**src/sspu_pkg.sv**
```systemverilog
// Package of offsets, fields and reset values for the status/sync/power-down/update registers
package sspu_pkg;
  localparam logic [11:0] ADDR_STATUS_PIN_CONFIG = 12'h232;
  localparam logic [11:0] ADDR_POWER_DOWN_CONTROL = 12'h233;
  localparam logic [11:0] ADDR_UPDATE_ALL_REGISTERS = 12'h234;
  localparam logic [11:0] ADDR_MON_SEL_FIRST = 12'h230;
  localparam logic [11:0] ADDR_MON_SEL_SECOND = 12'h231;
  // Field positions
  localparam int SPC_SYNC_BIT = 0;
  localparam int SPC_DIV_FIRST_BIT = 2;
  localparam int SPC_DIV_SECOND_BIT = 3;
  localparam int SPC_NV_ON_FIRST_BIT = 4;
  localparam int PDC_DIST_BIT = 0;
  localparam int PDC_SYNTH_BIT = 1;
  localparam int PDC_CLEANUP_BIT = 2;
  localparam int UPD_BIT = 0;
  // Writable masks; reserved bits stay zero
  localparam logic [7:0] SPC_MASK = 8'h1d;
  localparam logic [7:0] PDC_MASK = 8'h07;
  localparam logic [7:0] MON_MASK = 8'h3f;
  // Reset values
  localparam logic [7:0] SPC_RESET = 8'h00;
  localparam logic [7:0] PDC_RESET = 8'h07;
  localparam logic [7:0] MON_RESET = 8'h00;
  // Monitor selector codes
  localparam logic [5:0] MON_STATIC_LAST = 6'h0f;
  localparam logic [5:0] MON_SYNTH_REF_DIV2 = 6'h16;
  localparam logic [5:0] MON_SYNTH_UP_DIV2 = 6'h17;
endpackage : sspu_pkg

```
**src/sspu_regs.sv**
```systemverilog
// Status-pin, sync, power-down and update register group of the clock generator
//
// Operation
// - code 0x16 ref/2, 0x17 up/2
// - bit4 routes transfer-pending flag to first pin
// - bit3 divides second status pin by four
// - bit2 divides first status pin by four unless bit4 is set
// - bit0 holds output dividers in sync
// - power-down bit0 gates distribution, default one
// - bits 2,1 power down loops, default one
// - update bit copies buffers to active
// - update bit clears itself after transfer
`timescale 1ns/100ps
module sspu_regs
(
  input wire logic i_core_clk,
  input wire logic i_rst,
  input wire logic i_wr,
  input wire logic i_rd,
  input wire logic [11:0] i_addr,
  input wire logic [7:0] i_wdata,
  input wire logic i_nv_pending,
  input wire logic [7:0] i_mon_sigs,
  output logic [7:0] o_rdata,
  output logic o_status_out_first,
  output logic o_status_out_second,
  output logic o_sync_hold,
  output logic o_pd_dist,
  output logic o_pd_synth_loop,
  output logic o_pd_input_cleanup_loop
);
  import sspu_pkg::*;

  // Monitor inputs: [0]=synth ref, [1]=synth PFD up, others generic dynamic sources
  typedef enum logic [0:0] {SSPU_IDLE = 1'b0, SSPU_COMMIT = 1'b1} sspu_state_e;

  // Picks a monitor signal for a selector code
  function automatic logic sspu_mon_pick(input logic [5:0] code, input logic [7:0] sigs);
    logic r;
    r = 1'b0;
    if (code == MON_SYNTH_REF_DIV2) begin
      r = sigs[0];
    end else if (code == MON_SYNTH_UP_DIV2) begin
      r = sigs[1];
    end else if (code > MON_STATIC_LAST) begin
      r = sigs[code[2:0]];
    end
    return r;
  endfunction : sspu_mon_pick

  // Buffer copies, written by the host
  logic [7:0] buf_spc;
  logic [7:0] buf_pdc;
  logic [5:0] buf_mon0;
  logic [5:0] buf_mon1;
  // Active copies, steering the outputs
  logic [7:0] act_spc;
  logic [7:0] act_pdc;
  logic [5:0] act_mon0;
  logic [5:0] act_mon1;
  sspu_state_e state;
  // Divider chain for /2 codes and /4 options
  logic [1:0] div2; // Half-rate stages, one per pin
  logic [1:0] prev; // Last raw source level, for the /2 edge detect
  logic [1:0] prev_sel; // Last selected level, for the /4 edge detect
  logic [1:0] cnt0;
  logic [1:0] cnt1;

  // Decodes
  // Only a one written to the update address arms the commit; a zero is ignored
  wire wr_spc = i_wr && (i_addr == ADDR_STATUS_PIN_CONFIG);
  wire wr_pdc = i_wr && (i_addr == ADDR_POWER_DOWN_CONTROL);
  wire wr_upd = i_wr && (i_addr == ADDR_UPDATE_ALL_REGISTERS) && i_wdata[UPD_BIT];
  wire wr_m0 = i_wr && (i_addr == ADDR_MON_SEL_FIRST);
  wire wr_m1 = i_wr && (i_addr == ADDR_MON_SEL_SECOND);
  wire raw0 = sspu_mon_pick(act_mon0, i_mon_sigs);
  wire raw1 = sspu_mon_pick(act_mon1, i_mon_sigs);
  // Selector codes from 0x16 up use a toggling stage; lower codes pass raw
  wire sel0 = (act_mon0 >= MON_SYNTH_REF_DIV2) ? div2[0] : raw0;
  wire sel1 = (act_mon1 >= MON_SYNTH_REF_DIV2) ? div2[1] : raw1;
  // Update bit reads as one only while the commit is still pending
  wire upd_flag = (state == SSPU_COMMIT);
  wire [7:0] next_rdata =
    (i_addr == ADDR_STATUS_PIN_CONFIG) ? buf_spc :
    (i_addr == ADDR_POWER_DOWN_CONTROL) ? buf_pdc :
    (i_addr == ADDR_UPDATE_ALL_REGISTERS) ? {7'h00, upd_flag} :
    (i_addr == ADDR_MON_SEL_FIRST) ? {2'b00, buf_mon0} :
    (i_addr == ADDR_MON_SEL_SECOND) ? {2'b00, buf_mon1} : 8'h00;
  wire next_first = act_spc[SPC_NV_ON_FIRST_BIT] ? i_nv_pending :
    (act_spc[SPC_DIV_FIRST_BIT] ? cnt0[1] : sel0);
  wire next_second = act_spc[SPC_DIV_SECOND_BIT] ? cnt1[1] : sel1;

  // Host writes go to buffers only; reserved bits masked off
  always_ff @(posedge i_core_clk or posedge i_rst) begin
    if (i_rst) begin
      buf_spc <= SPC_RESET;
      buf_pdc <= PDC_RESET;
      buf_mon0 <= MON_RESET[5:0];
      buf_mon1 <= MON_RESET[5:0];
    end else begin
      if (wr_spc) buf_spc <= i_wdata & SPC_MASK;
      if (wr_pdc) buf_pdc <= i_wdata & PDC_MASK;
      if (wr_m0) buf_mon0 <= i_wdata[5:0] & MON_MASK[5:0];
      if (wr_m1) buf_mon1 <= i_wdata[5:0] & MON_MASK[5:0];
    end
  end

  // Commit: the write arms it, the next edge copies, then the bit clears itself.
  // One cycle stands in for the next serial clock edge of the control port.
  always_ff @(posedge i_core_clk or posedge i_rst) begin
    if (i_rst) begin
      state <= SSPU_IDLE;
      act_spc <= SPC_RESET;
      act_pdc <= PDC_RESET;
      act_mon0 <= MON_RESET[5:0];
      act_mon1 <= MON_RESET[5:0];
    end else begin
      case (state)
        SSPU_IDLE: begin
          if (wr_upd) state <= SSPU_COMMIT;
        end
        SSPU_COMMIT: begin
          act_spc <= buf_spc;
          act_pdc <= buf_pdc;
          act_mon0 <= buf_mon0;
          act_mon1 <= buf_mon1;
          state <= wr_upd ? SSPU_COMMIT : SSPU_IDLE;
        end
        // Unreachable with a one-bit state, kept so a glitch cannot wedge the commit
        default: state <= SSPU_IDLE;
      endcase
    end
  end

  // Dividers for the status pins. The /2 stage counts rising edges of the raw source;
  // the /4 stage counts rising edges of what the pin would otherwise show, so a /4
  // stacks on top of a /2 selection. Edge detects start at the idle low level.
  always_ff @(posedge i_core_clk or posedge i_rst) begin
    if (i_rst) begin
      div2 <= 2'b00;
      prev <= 2'b00;
      prev_sel <= 2'b00;
      cnt0 <= 2'b00;
      cnt1 <= 2'b00;
    end else begin
      prev <= {raw1, raw0};
      prev_sel <= {sel1, sel0};
      if (raw0 && !prev[0]) div2[0] <= ~div2[0];
      if (raw1 && !prev[1]) div2[1] <= ~div2[1];
      if (sel0 && !prev_sel[0]) cnt0 <= cnt0 + 2'd1;
      if (sel1 && !prev_sel[1]) cnt1 <= cnt1 + 2'd1;
    end
  end

  // Registered outputs
  always_ff @(posedge i_core_clk or posedge i_rst) begin
    if (i_rst) begin
      o_rdata <= 8'h00;
      o_status_out_first <= 1'b0;
      o_status_out_second <= 1'b0;
      o_sync_hold <= 1'b0;
      o_pd_dist <= 1'b1;
      o_pd_synth_loop <= 1'b1;
      o_pd_input_cleanup_loop <= 1'b1;
    end else begin
      o_rdata <= i_rd ? next_rdata : 8'h00;
      o_status_out_first <= next_first;
      o_status_out_second <= next_second;
      o_sync_hold <= act_spc[SPC_SYNC_BIT];
      o_pd_dist <= act_pdc[PDC_DIST_BIT];
      o_pd_synth_loop <= act_pdc[PDC_SYNTH_BIT];
      o_pd_input_cleanup_loop <= act_pdc[PDC_CLEANUP_BIT];
    end
  end

  // Assertions
  a_pd_follows_active: assert property (
    @(posedge i_core_clk) disable iff (i_rst)
    o_pd_dist == $past(act_pdc[PDC_DIST_BIT])) else $error("dist power-down wrong");
  a_loops_follow_active: assert property (
    @(posedge i_core_clk) disable iff (i_rst)
    {o_pd_input_cleanup_loop, o_pd_synth_loop} == $past(act_pdc[2:1]))
    else $error("loop power-down wrong");
  a_sync_hold_follows: assert property (
    @(posedge i_core_clk) disable iff (i_rst)
    o_sync_hold == $past(act_spc[SPC_SYNC_BIT])) else $error("sync hold wrong");
  a_update_commits: assert property (
    @(posedge i_core_clk) disable iff (i_rst)
    (state == SSPU_IDLE && wr_upd) |=> ##1 (act_pdc == $past(buf_pdc)))
    else $error("update did not copy");
  a_update_selfclear: assert property (
    @(posedge i_core_clk) disable iff (i_rst)
    (state == SSPU_COMMIT && !wr_upd) |=> state == SSPU_IDLE)
    else $error("update bit stuck");
  a_no_early_effect: assert property (
    @(posedge i_core_clk) disable iff (i_rst)
    (state == SSPU_IDLE) |=> $stable(act_spc) && $stable(act_pdc))
    else $error("active changed without update");
  a_reserved_zero: assert property (
    @(posedge i_core_clk) disable iff (i_rst)
    (buf_spc & ~SPC_MASK) == 8'h00 && (buf_pdc & ~PDC_MASK) == 8'h00)
    else $error("reserved bit set");
  a_nv_on_first: assert property (
    @(posedge i_core_clk) disable iff (i_rst)
    act_spc[SPC_NV_ON_FIRST_BIT] |=> o_status_out_first == $past(i_nv_pending))
    else $error("pending flag not on pin");
  a_div_second: assert property (
    @(posedge i_core_clk) disable iff (i_rst)
    act_spc[SPC_DIV_SECOND_BIT] |=> o_status_out_second == $past(cnt1[1]))
    else $error("second pin not divided");
  a_div_first: assert property (
    @(posedge i_core_clk) disable iff (i_rst)
    (act_spc[SPC_DIV_FIRST_BIT] && !act_spc[SPC_NV_ON_FIRST_BIT])
    |=> o_status_out_first == $past(cnt0[1])) else $error("first pin not divided");
  // The /4 counter must step on every rising edge of the selection, not of the raw source
  a_quarter_count: assert property (
    @(posedge i_core_clk) disable iff (i_rst)
    (sel0 && !prev_sel[0]) |=> cnt0 == $past(cnt0) + 2'd1)
    else $error("first pin quarter counter missed an edge");
  a_half_rate_toggle: assert property (
    @(posedge i_core_clk) disable iff (i_rst)
    (raw0 && !prev[0]) |=> div2[0] != $past(div2[0]))
    else $error("half-rate stage missed an edge");
  a_ref_half_on_first: assert property (
    @(posedge i_core_clk) disable iff (i_rst)
    (act_mon0 == MON_SYNTH_REF_DIV2 && !act_spc[SPC_NV_ON_FIRST_BIT]
      && !act_spc[SPC_DIV_FIRST_BIT]) |=> o_status_out_first == $past(div2[0]))
    else $error("first pin not at half reference rate");
  // Main scenarios: a commit reaching the pins, sync release, divides, routing, half rate
  c_update: cover property (@(posedge i_core_clk) disable iff (i_rst) wr_upd ##3 o_pd_dist == 1'b0);
  c_sync: cover property (@(posedge i_core_clk) disable iff (i_rst) o_sync_hold ##1 !o_sync_hold);
  c_div: cover property (@(posedge i_core_clk) disable iff (i_rst) act_spc[SPC_DIV_FIRST_BIT]);
  c_nv_route: cover property (@(posedge i_core_clk) disable iff (i_rst)
    act_spc[SPC_NV_ON_FIRST_BIT] && i_nv_pending);
  c_ref_half: cover property (@(posedge i_core_clk) disable iff (i_rst)
    act_mon0 == MON_SYNTH_REF_DIV2 && act_mon1 == MON_SYNTH_UP_DIV2);
endmodule : sspu_regs

```
**config.mk**
```make
export PLATFORM = sky130hd
export DESIGN_NAME = sspu_regs
export DESIGN_NICKNAME = d
export VERILOG_FILES = /design/src/sspu_pkg.sv /design/src/sspu_regs.sv
export SDC_FILE = /design/constraint.sdc
export NUM_CORES = 1
export LEC_CHECK = 0
export BUFFER_PORTS_ARGS = -buffer_cell sky130_fd_sc_hd__buf_4
export CORE_ASPECT_RATIO = 0.9
export CORE_MARGIN = 3
export CORE_UTILIZATION = 32
export DETAILED_ROUTE_END_ITERATION = 8
export SETUP_SLACK_MARGIN = 0.02
export SLEW_MARGIN = 40
export SYNTH_ARGS = -nofsm -noshare
export SYNTH_HDL_FRONTEND = slang
export SYNTH_SLANG_ARGS = --single-unit
```
**constraint.sdc**
```tcl
create_clock -name i_core_clk -period 3.1 [get_ports i_core_clk]
set_clock_uncertainty 0.1 [all_clocks]
set_input_delay 0.465 -clock i_core_clk [delete_from_list [all_inputs] [get_ports i_core_clk]]
set_output_delay 0.465 -clock i_core_clk [all_outputs]
set_load 0.01 [all_outputs]
```
==> metrics.csv, run 1 <==
metric;value;unit
synthesis.area_per_instance;12.7;um^2
endpoint_kind;flop;
cts_made_buffers;9;
core;8770;um^2
mappedNetlistArea;2940;um^2
regToRegSetupSlack;1070;ps
finalWeightedCongestion;0.720;
rsz_0062_raised_after_global_routing;no;
class_of_the_tightest_hold_or_removal_check;in -> async;
required;3220;ps
worstSetupStartpointType;flop;
die_y;96.9;um
finalCriticalPeriod;2030;ps
post_drt_wl_per_cell;14.8;um
cts.reportedPaths.clkPinSlew;70;ps
layout.cells.most_common_list;sky130_fd_sc_hd__dfrtp_1 (51), sky130_fd_sc_hd__buf_4 (44), sky130_fd_sc_hd__mux2_2 (41), sky130_fd_sc_hd__nand3_1 (12), sky130_fd_sc_hd__nor2_1 (10);
crit_fanout;8;
final_hold_vio_count;0;
tritoncts;done;
critical_path_arrival;2150;ps
status;completed;
row_count;32;
buffers_from_clock_root_to_sink_at_most;2;
overall_die_width;107;um
dp.final_hpwl;4320;um
clock_insertion_delay_worst_skew;340;ps
synth.top_cell.area_share;44.3;%
timing.final.crit_share;65.4;%
sequential_fraction_of_the_synthesis_area;52.3;%
initial_antenna_violation_count;0;
cts_root_buf;sky130_fd_sc_hd__clkbuf_8;
most_common_library_cell_in_the_layout_ignoring_fill_and_taps;sky130_fd_sc_hd__dfrtp_1;
max_cap_viol_count;0;
vdd_ir_drop_max;0.000163;V
ant_nets;0;
detail_route.iter0.violations;60;
rr_worst_depth;4;
yosys.cell_types.count;52;
fin_area;3570;um^2
numPortBuffers;42;
synth_enable_flop_cells;0;
setup_viol;0;
postSynth.asyncResetShare;100;%
detail_route.first_pass.iterations;4;
syn-instance-count;232;
post_cts.resized_instances;0;
worstMarginPinSlew;574;ps
grt_pass1_wl;10100;um
maxSlewHeadroom;61.7;%
cts.repair_timing.setup_buffer_count;0;
floorplan.initialDensity;33.5;%
htree_num_levels;3;
cts_hold_buffers;0;
grt_start_max_net_pins;35;
crit-reg2reg-capture;o_status_out_second$_DFF_PP0_;
layout-drive-gt1-share;44.9;%
post_synth_main_area_contributors;sky130_fd_sc_hd__dfrtp_1 (44%), sky130_fd_sc_hd__mux2_2 (16%), sky130_fd_sc_hd__dfstp_2 (8.0%);
num-nets-final;313;
synth_flop_cell;sky130_fd_sc_hd__dfrtp_1;
cellLeakagePower;0.00163;uW
ys_ff_latch;61;
layout.filler_cells;832;
route.final.wire_length;5970;um
power_density;440;nW/um^2
vias;2018;
boundaryPins;47;
post-route-drc-count;0;
achievable-frequency;0.494;GHz
n_antenna_cell;0;
synth.largest_area_cell;sky130_fd_sc_hd__dfrtp_1;
area_enclosed_by_the_die_boundary;10400;um^2
yosys_warnings;0;
worst-setup-path-type;reg -> reg;
dpl-instance-area;3380;um^2
report.final.slew_viol_count;0;
vias_per_cell;5.00;
grt_use_total;12.4;%
worstReg2RegStart;act_mon1[1]$_DFFE_PP0P_;
totalNegativeSetupSlack;0;ps
cts_num_sinks;61;
number_of_global_route_vias_before_repair;1971;
grt.overflow.total;0;
area_growth;21.4;%
flip-flops by register name, summed over array words and instances (netlist names), 2 cells and up:
register	count
prev_sel	2
cnt1	2
prev	2
buf_spc	4
buf_mon0	6
act_mon0	6
act_spc	4
buf_pdc	3
buf_mon1	6
act_mon1	6
cnt0	2
act_pdc	3
div2	2
o_rdata	6
stage by stage:
| step | setup slack (ps) | power (uW) | std cells | hold slack [ps] | util, % |
|---|---|---|---|---|---|
| after global routing | 977 | 1640 | 404 | 115 | 40.7 |
| after global placement | 841 | 901 | 388 | 255 | 38.5 |
| after CTS | 1050 | 1600 | 404 | 88.8 | 40.7 |
| after detailed placement | 759 | 902 | 388 | 258 | 38.5 |
| final | 1070 | 1570 | 404 | 96.5 | 40.7 |
| after floorplan | 1040 | 854 | 233 | 250 | - |
cells by family after synthesis:
kind of cell           after synthesis  share of synthesized area, %
AND/OR/NAND/NOR                     70                          14.7
buffers and inverters               14                          2.34
flip-flops                          61                          52.3
AO/OA/AOI/OAI                       34                          8.30
other                                1                         0.128
multiplexers                        52                          22.3
layout make-up:
class                           instances  area (um^2)  share of cell area [%]
Sequential cell                        61         1540                    43.1
Multi-Input combinational cell        158         1340                    37.5
Timing Repair Buffer                   44          330                    9.25
Tap cell                              119          149                    4.17
Clock buffer                           10          128                    3.58
Clock inverter                          6         63.8                    1.79
Inverter                                6         22.5                   0.631
worst max path at each step:
| stage | depth (start not counted) | end | startpoint |
|---|---|---|---|
| after floorplan | 1 | act_mon0[0]$_DFFE_PP0P_ | i_rst |
| after global placement | 5 | buf_spc[2]$_DFFE_PP0P_ | i_addr[8] |
| after detailed placement | 5 | buf_spc[2]$_DFFE_PP0P_ | i_addr[8] |
| after CTS | 4 | o_status_out_second$_DFF_PP0_ | act_mon1[1]$_DFFE_PP0P_ |
| after global routing | 4 | o_status_out_second$_DFF_PP0_ | act_mon1[1]$_DFFE_PP0P_ |
| final | 4 | o_status_out_second$_DFF_PP0_ | act_mon1[1]$_DFFE_PP0P_ |
power breakdown:
group / switching, uW / leakage (uW) / internal [uW]
logic: 47.5 / 0.000748 / 39.6
registers: 0.888 / 0.000786 / 798
clock network: 316 / 0.0000923 / 369
cells in the mapped netlist (2+ instances only):
cell / instances
sky130_fd_sc_hd__a211oi_1: 2
sky130_fd_sc_hd__a21boi_0: 2
sky130_fd_sc_hd__a21oi_1: 8
sky130_fd_sc_hd__a221oi_1: 2
sky130_fd_sc_hd__a22oi_1: 2
sky130_fd_sc_hd__and2_1: 3
sky130_fd_sc_hd__and3_1: 2
sky130_fd_sc_hd__buf_4: 2
sky130_fd_sc_hd__clkbuf_1: 4
sky130_fd_sc_hd__dfrtp_1: 52
sky130_fd_sc_hd__dfstp_2: 9
sky130_fd_sc_hd__inv_1: 6
sky130_fd_sc_hd__mux2_2: 41
sky130_fd_sc_hd__mux2i_1: 5
sky130_fd_sc_hd__mux2i_4: 2
sky130_fd_sc_hd__mux4_1: 2
sky130_fd_sc_hd__mux4_2: 2
sky130_fd_sc_hd__nand2_1: 8
sky130_fd_sc_hd__nand3_1: 12
sky130_fd_sc_hd__nand3b_1: 5
sky130_fd_sc_hd__nand4_1: 5
sky130_fd_sc_hd__nor2_1: 10
sky130_fd_sc_hd__nor3_1: 3
sky130_fd_sc_hd__nor3b_1: 6
sky130_fd_sc_hd__o211ai_1: 3
sky130_fd_sc_hd__o21a_1: 2
sky130_fd_sc_hd__o21ai_0: 3
sky130_fd_sc_hd__o31a_1: 2
sky130_fd_sc_hd__or2_2: 4
routing by layer:
layer	part of all wire, %	GRT usage, %
met5	0	0
met4	1.1	3.83
met3	4.6	4.20
met2	47	18.5
met1	47	16.9
critical path, cell delays in order, from the launching register on:
cell	delay (ps)
sky130_fd_sc_hd__dfrtp_1	520
sky130_fd_sc_hd__mux4_1	640
sky130_fd_sc_hd__mux2i_4	290
sky130_fd_sc_hd__o21ai_2	110
sky130_fd_sc_hd__mux2_2	260
No activity file was read; power rests on OpenSTA's default activity.
==> inputs of run 2 (changes only) <==
==> constraint.sdc (replaced) <==
create_clock -name i_core_clk -period 1.8 [get_ports i_core_clk]
set_clock_uncertainty 0.1 [all_clocks]
set_input_delay 0.27 -clock i_core_clk [delete_from_list [all_inputs] [get_ports i_core_clk]]
set_output_delay 0.27 -clock i_core_clk [all_outputs]
set_load 0.01 [all_outputs]
==> metrics.csv, run 2 (same netlist as run 1, synthesis figures left out) <==
metric;value;unit
timing.final.crit_share;97.8;%
layout.cells.most_common_list;sky130_fd_sc_hd__buf_4 (53), sky130_fd_sc_hd__dfrtp_1 (52), sky130_fd_sc_hd__mux2_2 (41), sky130_fd_sc_hd__nand3_1 (11), sky130_fd_sc_hd__nor2_1 (10);
clock_power_share;39.2;%
critical_path_arrival;1880;ps
ant_nets;0;
net-switching-power;591;uW
final_hold_vio_count;0;
route.final.wire_length;6050;um
core;8770;um^2
fraction_of_power_spent_switching_nets;23.3;%
layout.filler_cells;823;
detail_route.iter0.violations;67;
grt_pass1_wl;10200;um
boundaryPins;47;
class_of_the_tightest_hold_or_removal_check;in -> reg;
cts_num_sinks;61;
post_drt_wl_per_cell;14.5;um
fin_area;3670;um^2
setup_viol;0;
area_growth;25.0;%
rsz_0062_raised_after_global_routing;yes;
post-route-drc-count;0;
cts.reportedPaths.clkPinSlew;70;ps
hold-path-cell-count;2;
most_common_library_cell_in_the_layout_ignoring_fill_and_taps;sky130_fd_sc_hd__buf_4;
power_density;690;nW/um^2
crit_chain;mux4_2, mux2i_4, o21ai_2, mux2_2;
dpl-instance-area;3480;um^2
crit_fanout;4;
vias;2048;
achievable-frequency;0.568;GHz
area_enclosed_by_the_die_boundary;10400;um^2
num-nets-final;327;
grt_use_total;12.5;%
cts_made_buffers;9;
clock_insertion_delay_worst_skew;330;ps
tritoncts;done;
power_frac_comb;6.5;%
vdd_ir_drop_max;0.000258;V
floorplan.initialDensity;33.5;%
worstSetupStartpointType;flop;
dp.final_hpwl;4430;um
n_antenna_cell;0;
finalWeightedCongestion;0.763;
layout-drive-gt1-share;48.2;%
required;1920;ps
htree_num_levels;3;
critical_path.max_stage_delay;550;ps
detail_route.first_pass.iterations;5;
critical_path.n_buffers_inverters;0;
layout.core_utilization;41.9;%
int_power;1940;uW
cp.depth;4;
numPortBuffers;42;
max_cap_viol_count;0;
rr_worst_depth;4;
endpoint_kind;flop;
worst_path_dominant_cell_family;multiplexers;
worst-setup-path-type;reg -> reg;
grt_start_max_net_pins;62;
report.final.slew_viol_count;0;
vias_per_cell;4.90;
die_y;96.9;um
overall_die_width;107;um
finalCriticalPeriod;1760;ps
power.share.sequential;54.3;%
status;completed;
cp_slowest_cell;sky130_fd_sc_hd__mux4_2;
buffers_from_clock_root_to_sink_at_most;2;
initial_antenna_violation_count;0;
cts_root_buf;sky130_fd_sc_hd__clkbuf_8;
row_count;32;
grt.overflow.total;0;
number_of_global_route_vias_before_repair;2043;
cellLeakagePower;0.00170;uW
## run 2: cell count changes in the layout (fill, tap and decap cells not counted), sizes merged
cell	before	now
buf	44	57
bufinv	1	0
clkbuf	10	11
clkinv	3	4
dlygate4sd3	0	1
inv	6	5
## run 2: what timing repair did
action,in CTS,in global routing
hold buffers,1,0
hold endpoints to repair,52,0
pin swaps,0,5
setup buffers,1,0
setup endpoints to repair,1,7
resized for setup,0,6
## run 2: power by group through the flow
stage	Combinational (uW)	Sequential [uW]	Clock, uW
floorplan	71.4	1400	0
global placement	159	1400	0
detailed placement	160	1400	0
CTS	164	1380	1020
global route	181	1370	1090
finish	164	1380	995
## run 2: through the flow
| step | power, uW | worst slack [ps] | cells | hold WS, ps | setup TNS, ps |
|---|---|---|---|---|---|
| 2_1_floorplan | 1470 | 28.2 | 233 | 250 | 0 |
| 3_3_place_gp | 1560 | -143 | 400 | 256 | -1530 |
| 3_5_place_dp | 1560 | -184 | 400 | 257 | -1960 |
| 4_1_cts | 2560 | 20.2 | 418 | 80.4 | 0 |
| 5_1_grt | 2650 | -41.9 | 418 | 74.8 | -134 |
| 6_report | 2530 | 39.3 | 418 | 90.4 | 0 |
## run 2: final cells by class
cell class / instances / area [um^2] / share of cell area (%)
multi-input cells: 158 / 1340 / 36.5
well taps: 119 / 149 / 4.05
clock buffers: 11 / 131 / 3.58
clock inverters: 5 / 27.5 / 0.749
inverters: 6 / 26.3 / 0.715
repair buffers: 58 / 462 / 12.6
flip-flops and latches: 61 / 1540 / 41.8
## run 2: metal layers
metal / vias up / global-route usage [%] / wire length [um]
met4: 0 / 6.78 / 157
met1: 1006 / 16.0 / 2750
li1: 994 / - / -
met2: 34 / 19.8 / 2950
met3: 14 / 2.33 / 200
met5: - / 0 / 0
## run 2: worst register-to-register path: stages (launching register included)
cell,delay [ps]
sky130_fd_sc_hd__dfrtp_1,410
sky130_fd_sc_hd__mux4_2,550
sky130_fd_sc_hd__mux2i_4,240
sky130_fd_sc_hd__o21ai_2,90
sky130_fd_sc_hd__mux2_2,250
## run 2: path summary, 6_finish.rpt
check                                         from                             to  slack (ps)
setup / recovery           act_mon1[1]$_DFFE_PP0P_  o_status_out_second$_DFF_PP0_          40
hold / removal                          i_wdata[4]         buf_spc[4]$_DFFE_PP0P_          90
setup reg to reg           act_mon1[1]$_DFFE_PP0P_  o_status_out_second$_DFF_PP0_          40
hold reg to reg             act_pdc[0]$_DFFE_PP1P_            o_pd_dist$_DFF_PP1_         270
max in group asynchronous                    i_rst         buf_pdc[0]$_DFFE_PP1P_         810
min in group asynchronous                    i_rst           o_rdata[2]$_DFF_PP0_         460
==> inputs of run 3 (changes only) <==
--- a/config.mk
+++ b/config.mk
@@ -8,8 +8,10 @@
 export BUFFER_PORTS_ARGS = -buffer_cell sky130_fd_sc_hd__buf_4
 export CORE_ASPECT_RATIO = 0.9
 export CORE_MARGIN = 3
-export CORE_UTILIZATION = 32
+export CORE_UTILIZATION = 51
 export DETAILED_ROUTE_END_ITERATION = 8
+export GPL_TIMING_DRIVEN = 0
+export PLACE_DENSITY = 0.76
 export SETUP_SLACK_MARGIN = 0.02
 export SLEW_MARGIN = 40
 export SYNTH_ARGS = -nofsm -noshare
==> metrics.csv, run 3 (same netlist as run 1, synthesis figures left out) <==
metric;value;unit
final.setup.worst_slack;-1.20;ps
finalWeightedCongestion;0.761;
numPortBuffers;42;
totalNegativeSetupSlack;-1.89;ps
grt_start_max_net_pins;24;
timing.final.crit_share;100;%
setup_viol;2;
power_density;757;nW/um^2
row_count;25;
grt.overflow.total;0;
n_antenna_cell;0;
maxSlewHeadroom;53.1;%
post_drt_wl_per_cell;17.2;um
crit-reg2reg-capture;o_status_out_second$_DFF_PP0_;
fraction_of_power_spent_switching_nets;21.6;%
rsz_0062_raised_after_global_routing;yes;
clock_power_share;44.2;%
boundaryPins;47;
post-route-drc-count;0;
hold-path-cell-count;2;
worst-setup-path-type;in -> reg;
critical_path_arrival;1970;ps
regToRegSetupSlack;-1;ps
detail_route.first_pass.iterations;5;
achievable-frequency;0.555;GHz
status;finished, violations left;
critical_path_start;i_addr[8];
core;5410;um^2
dp.final_hpwl;4440;um
crit_chain;buf_4, nor4b_2, nand4_2, nor4_2, mux2_2;
cts_root_buf;sky130_fd_sc_hd__clkbuf_8;
detail_route.iter0.violations;96;
vias_per_cell;5.77;
num-nets-final;329;
class_of_the_tightest_hold_or_removal_check;in -> reg;
worstReg2RegStart;act_mon1[1]$_DFFE_PP0P_;
layout.cells.most_common_list;sky130_fd_sc_hd__dfrtp_1 (52), sky130_fd_sc_hd__buf_4 (50), sky130_fd_sc_hd__mux2_2 (40), sky130_fd_sc_hd__nand3_1 (12), sky130_fd_sc_hd__clkbuf_8 (11);
power_frac_comb;6.4;%
endpoint_kind;flop;
fin_area;3680;um^2
report.final.slew_viol_count;0;
initial_antenna_violation_count;0;
finalCriticalPeriod;1800;ps
number_of_global_route_vias_before_repair;2181;
floorplan.initialDensity;54.3;%
violations;negative setup slack;
most_common_library_cell_in_the_layout_ignoring_fill_and_taps;sky130_fd_sc_hd__dfrtp_1;
net-switching-power;602;uW
cts.reportedPaths.clkPinSlew;70;ps
area_enclosed_by_the_die_boundary;6710;um^2
vias;2125;
cts_num_sinks;61;
final_hold_vio_count;0;
int_power;2180;uW
die_y;78.0;um
rr_worst_depth;5;
cellLeakagePower;0.00172;uW
required;1970;ps
cts_made_buffers;9;
layout-drive-gt1-share;46.2;%
tritoncts;done;
worstMarginPinSlew;704;ps
area_growth;25.1;%
hp-start;i_wdata[3];
route.final.wire_length;6330;um
min_to;buf_mon1[3]$_DFFE_PP0P_;
dpl-instance-area;3390;um^2
place_ws;-321;ps
crit_fanout;5;
htree_num_levels;3;
clock_insertion_delay_worst_skew;340;ps
overall_die_width;86.0;um
grt_pass1_wl;10700;um
buffers_from_clock_root_to_sink_at_most;2;
vdd_ir_drop_max;0.000534;V
cp_slowest_cell;sky130_fd_sc_hd__nor4_2;
grt_use_total;20.7;%
worstSetupStartpointType;input port;
power.share.sequential;49.4;%
max_cap_viol_count;0;
critical_path.max_stage_delay;560;ps
ant_nets;0;
run 3: layer usage:
| layer | up-vias | GRT usage [%] | wire [um] | share of wire (%) |
|---|---|---|---|---|
| met2 | 43 | 32.7 | 3100 | 49 |
| met3 | 9 | 6.72 | 274 | 4.3 |
| met5 | - | 0 | 0 | 0 |
| li1 | 997 | - | - | - |
| met4 | 0 | 6.17 | 80 | 1.3 |
| met1 | 1076 | 27.2 | 2870 | 45 |
run 3: per-stage QoR:
step	hold slack [ps]	util (%)	cells	total power (uW)
after floorplan	250	-	233	1470
after global placement	255	61.7	342	1550
after detailed placement	202	62.7	344	1570
after CTS	59.5	67.7	367	2810
after global routing	75.2	68.0	368	2870
final	73.1	68.0	368	2780
run 3: power groups by stage:
stage	sequential [uW]	clock (uW)	combinational, uW
floorplan	1400	0	71.4
global placement	1400	0	149
detailed placement	1400	0	167
CTS	1380	1250	176
global route	1380	1300	195
finish	1380	1230	177
run 3: what timing repair did:
| item | in CTS | in global routing |
|---|---|---|
| hold buffers | 1 | 0 |
| buffers inserted | 6 | 1 |
| pin swaps | 4 | 1 |
| endpoints found under the hold margin | 9 | 0 |
| resized for setup | 5 | 1 |
| endpoints found under the setup margin | 6 | 15 |
run 3: layout make-up:
| cell class | instances | area, um^2 |
|---|---|---|
| Timing Repair Buffer | 52 | 437 |
| Clock inverter | 1 | 30.0 |
| Fill cell | 401 | 1730 |
| Buffer | 8 | 52.6 |
| Clock buffer | 15 | 166 |
| Sequential cell | 61 | 1540 |
| Multi-Input combinational cell | 158 | 1340 |
| Tap cell | 67 | 83.8 |
| Inverter | 6 | 26.3 |
run 3: worst max-delay path by stage:
| stage | cells past startpoint | endpoint |
|---|---|---|
| 2_1_floorplan | 5 | o_status_out_first$_DFF_PP0_ |
| 3_3_place_gp | 5 | buf_spc[2]$_DFFE_PP0P_ |
| 3_5_place_dp | 5 | buf_spc[2]$_DFFE_PP0P_ |
| 4_1_cts | 5 | o_status_out_first$_DFF_PP0_ |
| 5_1_grt | 5 | o_status_out_first$_DFF_PP0_ |
| 6_report | 5 | buf_pdc[0]$_DFFE_PP1P_ |
run 3: worst max-delay path: cells and delay by family:
kind	cells	cell delay, ps
buffers and inverters	1	110
AND/OR/NAND/NOR	3	1190
multiplexers	1	400
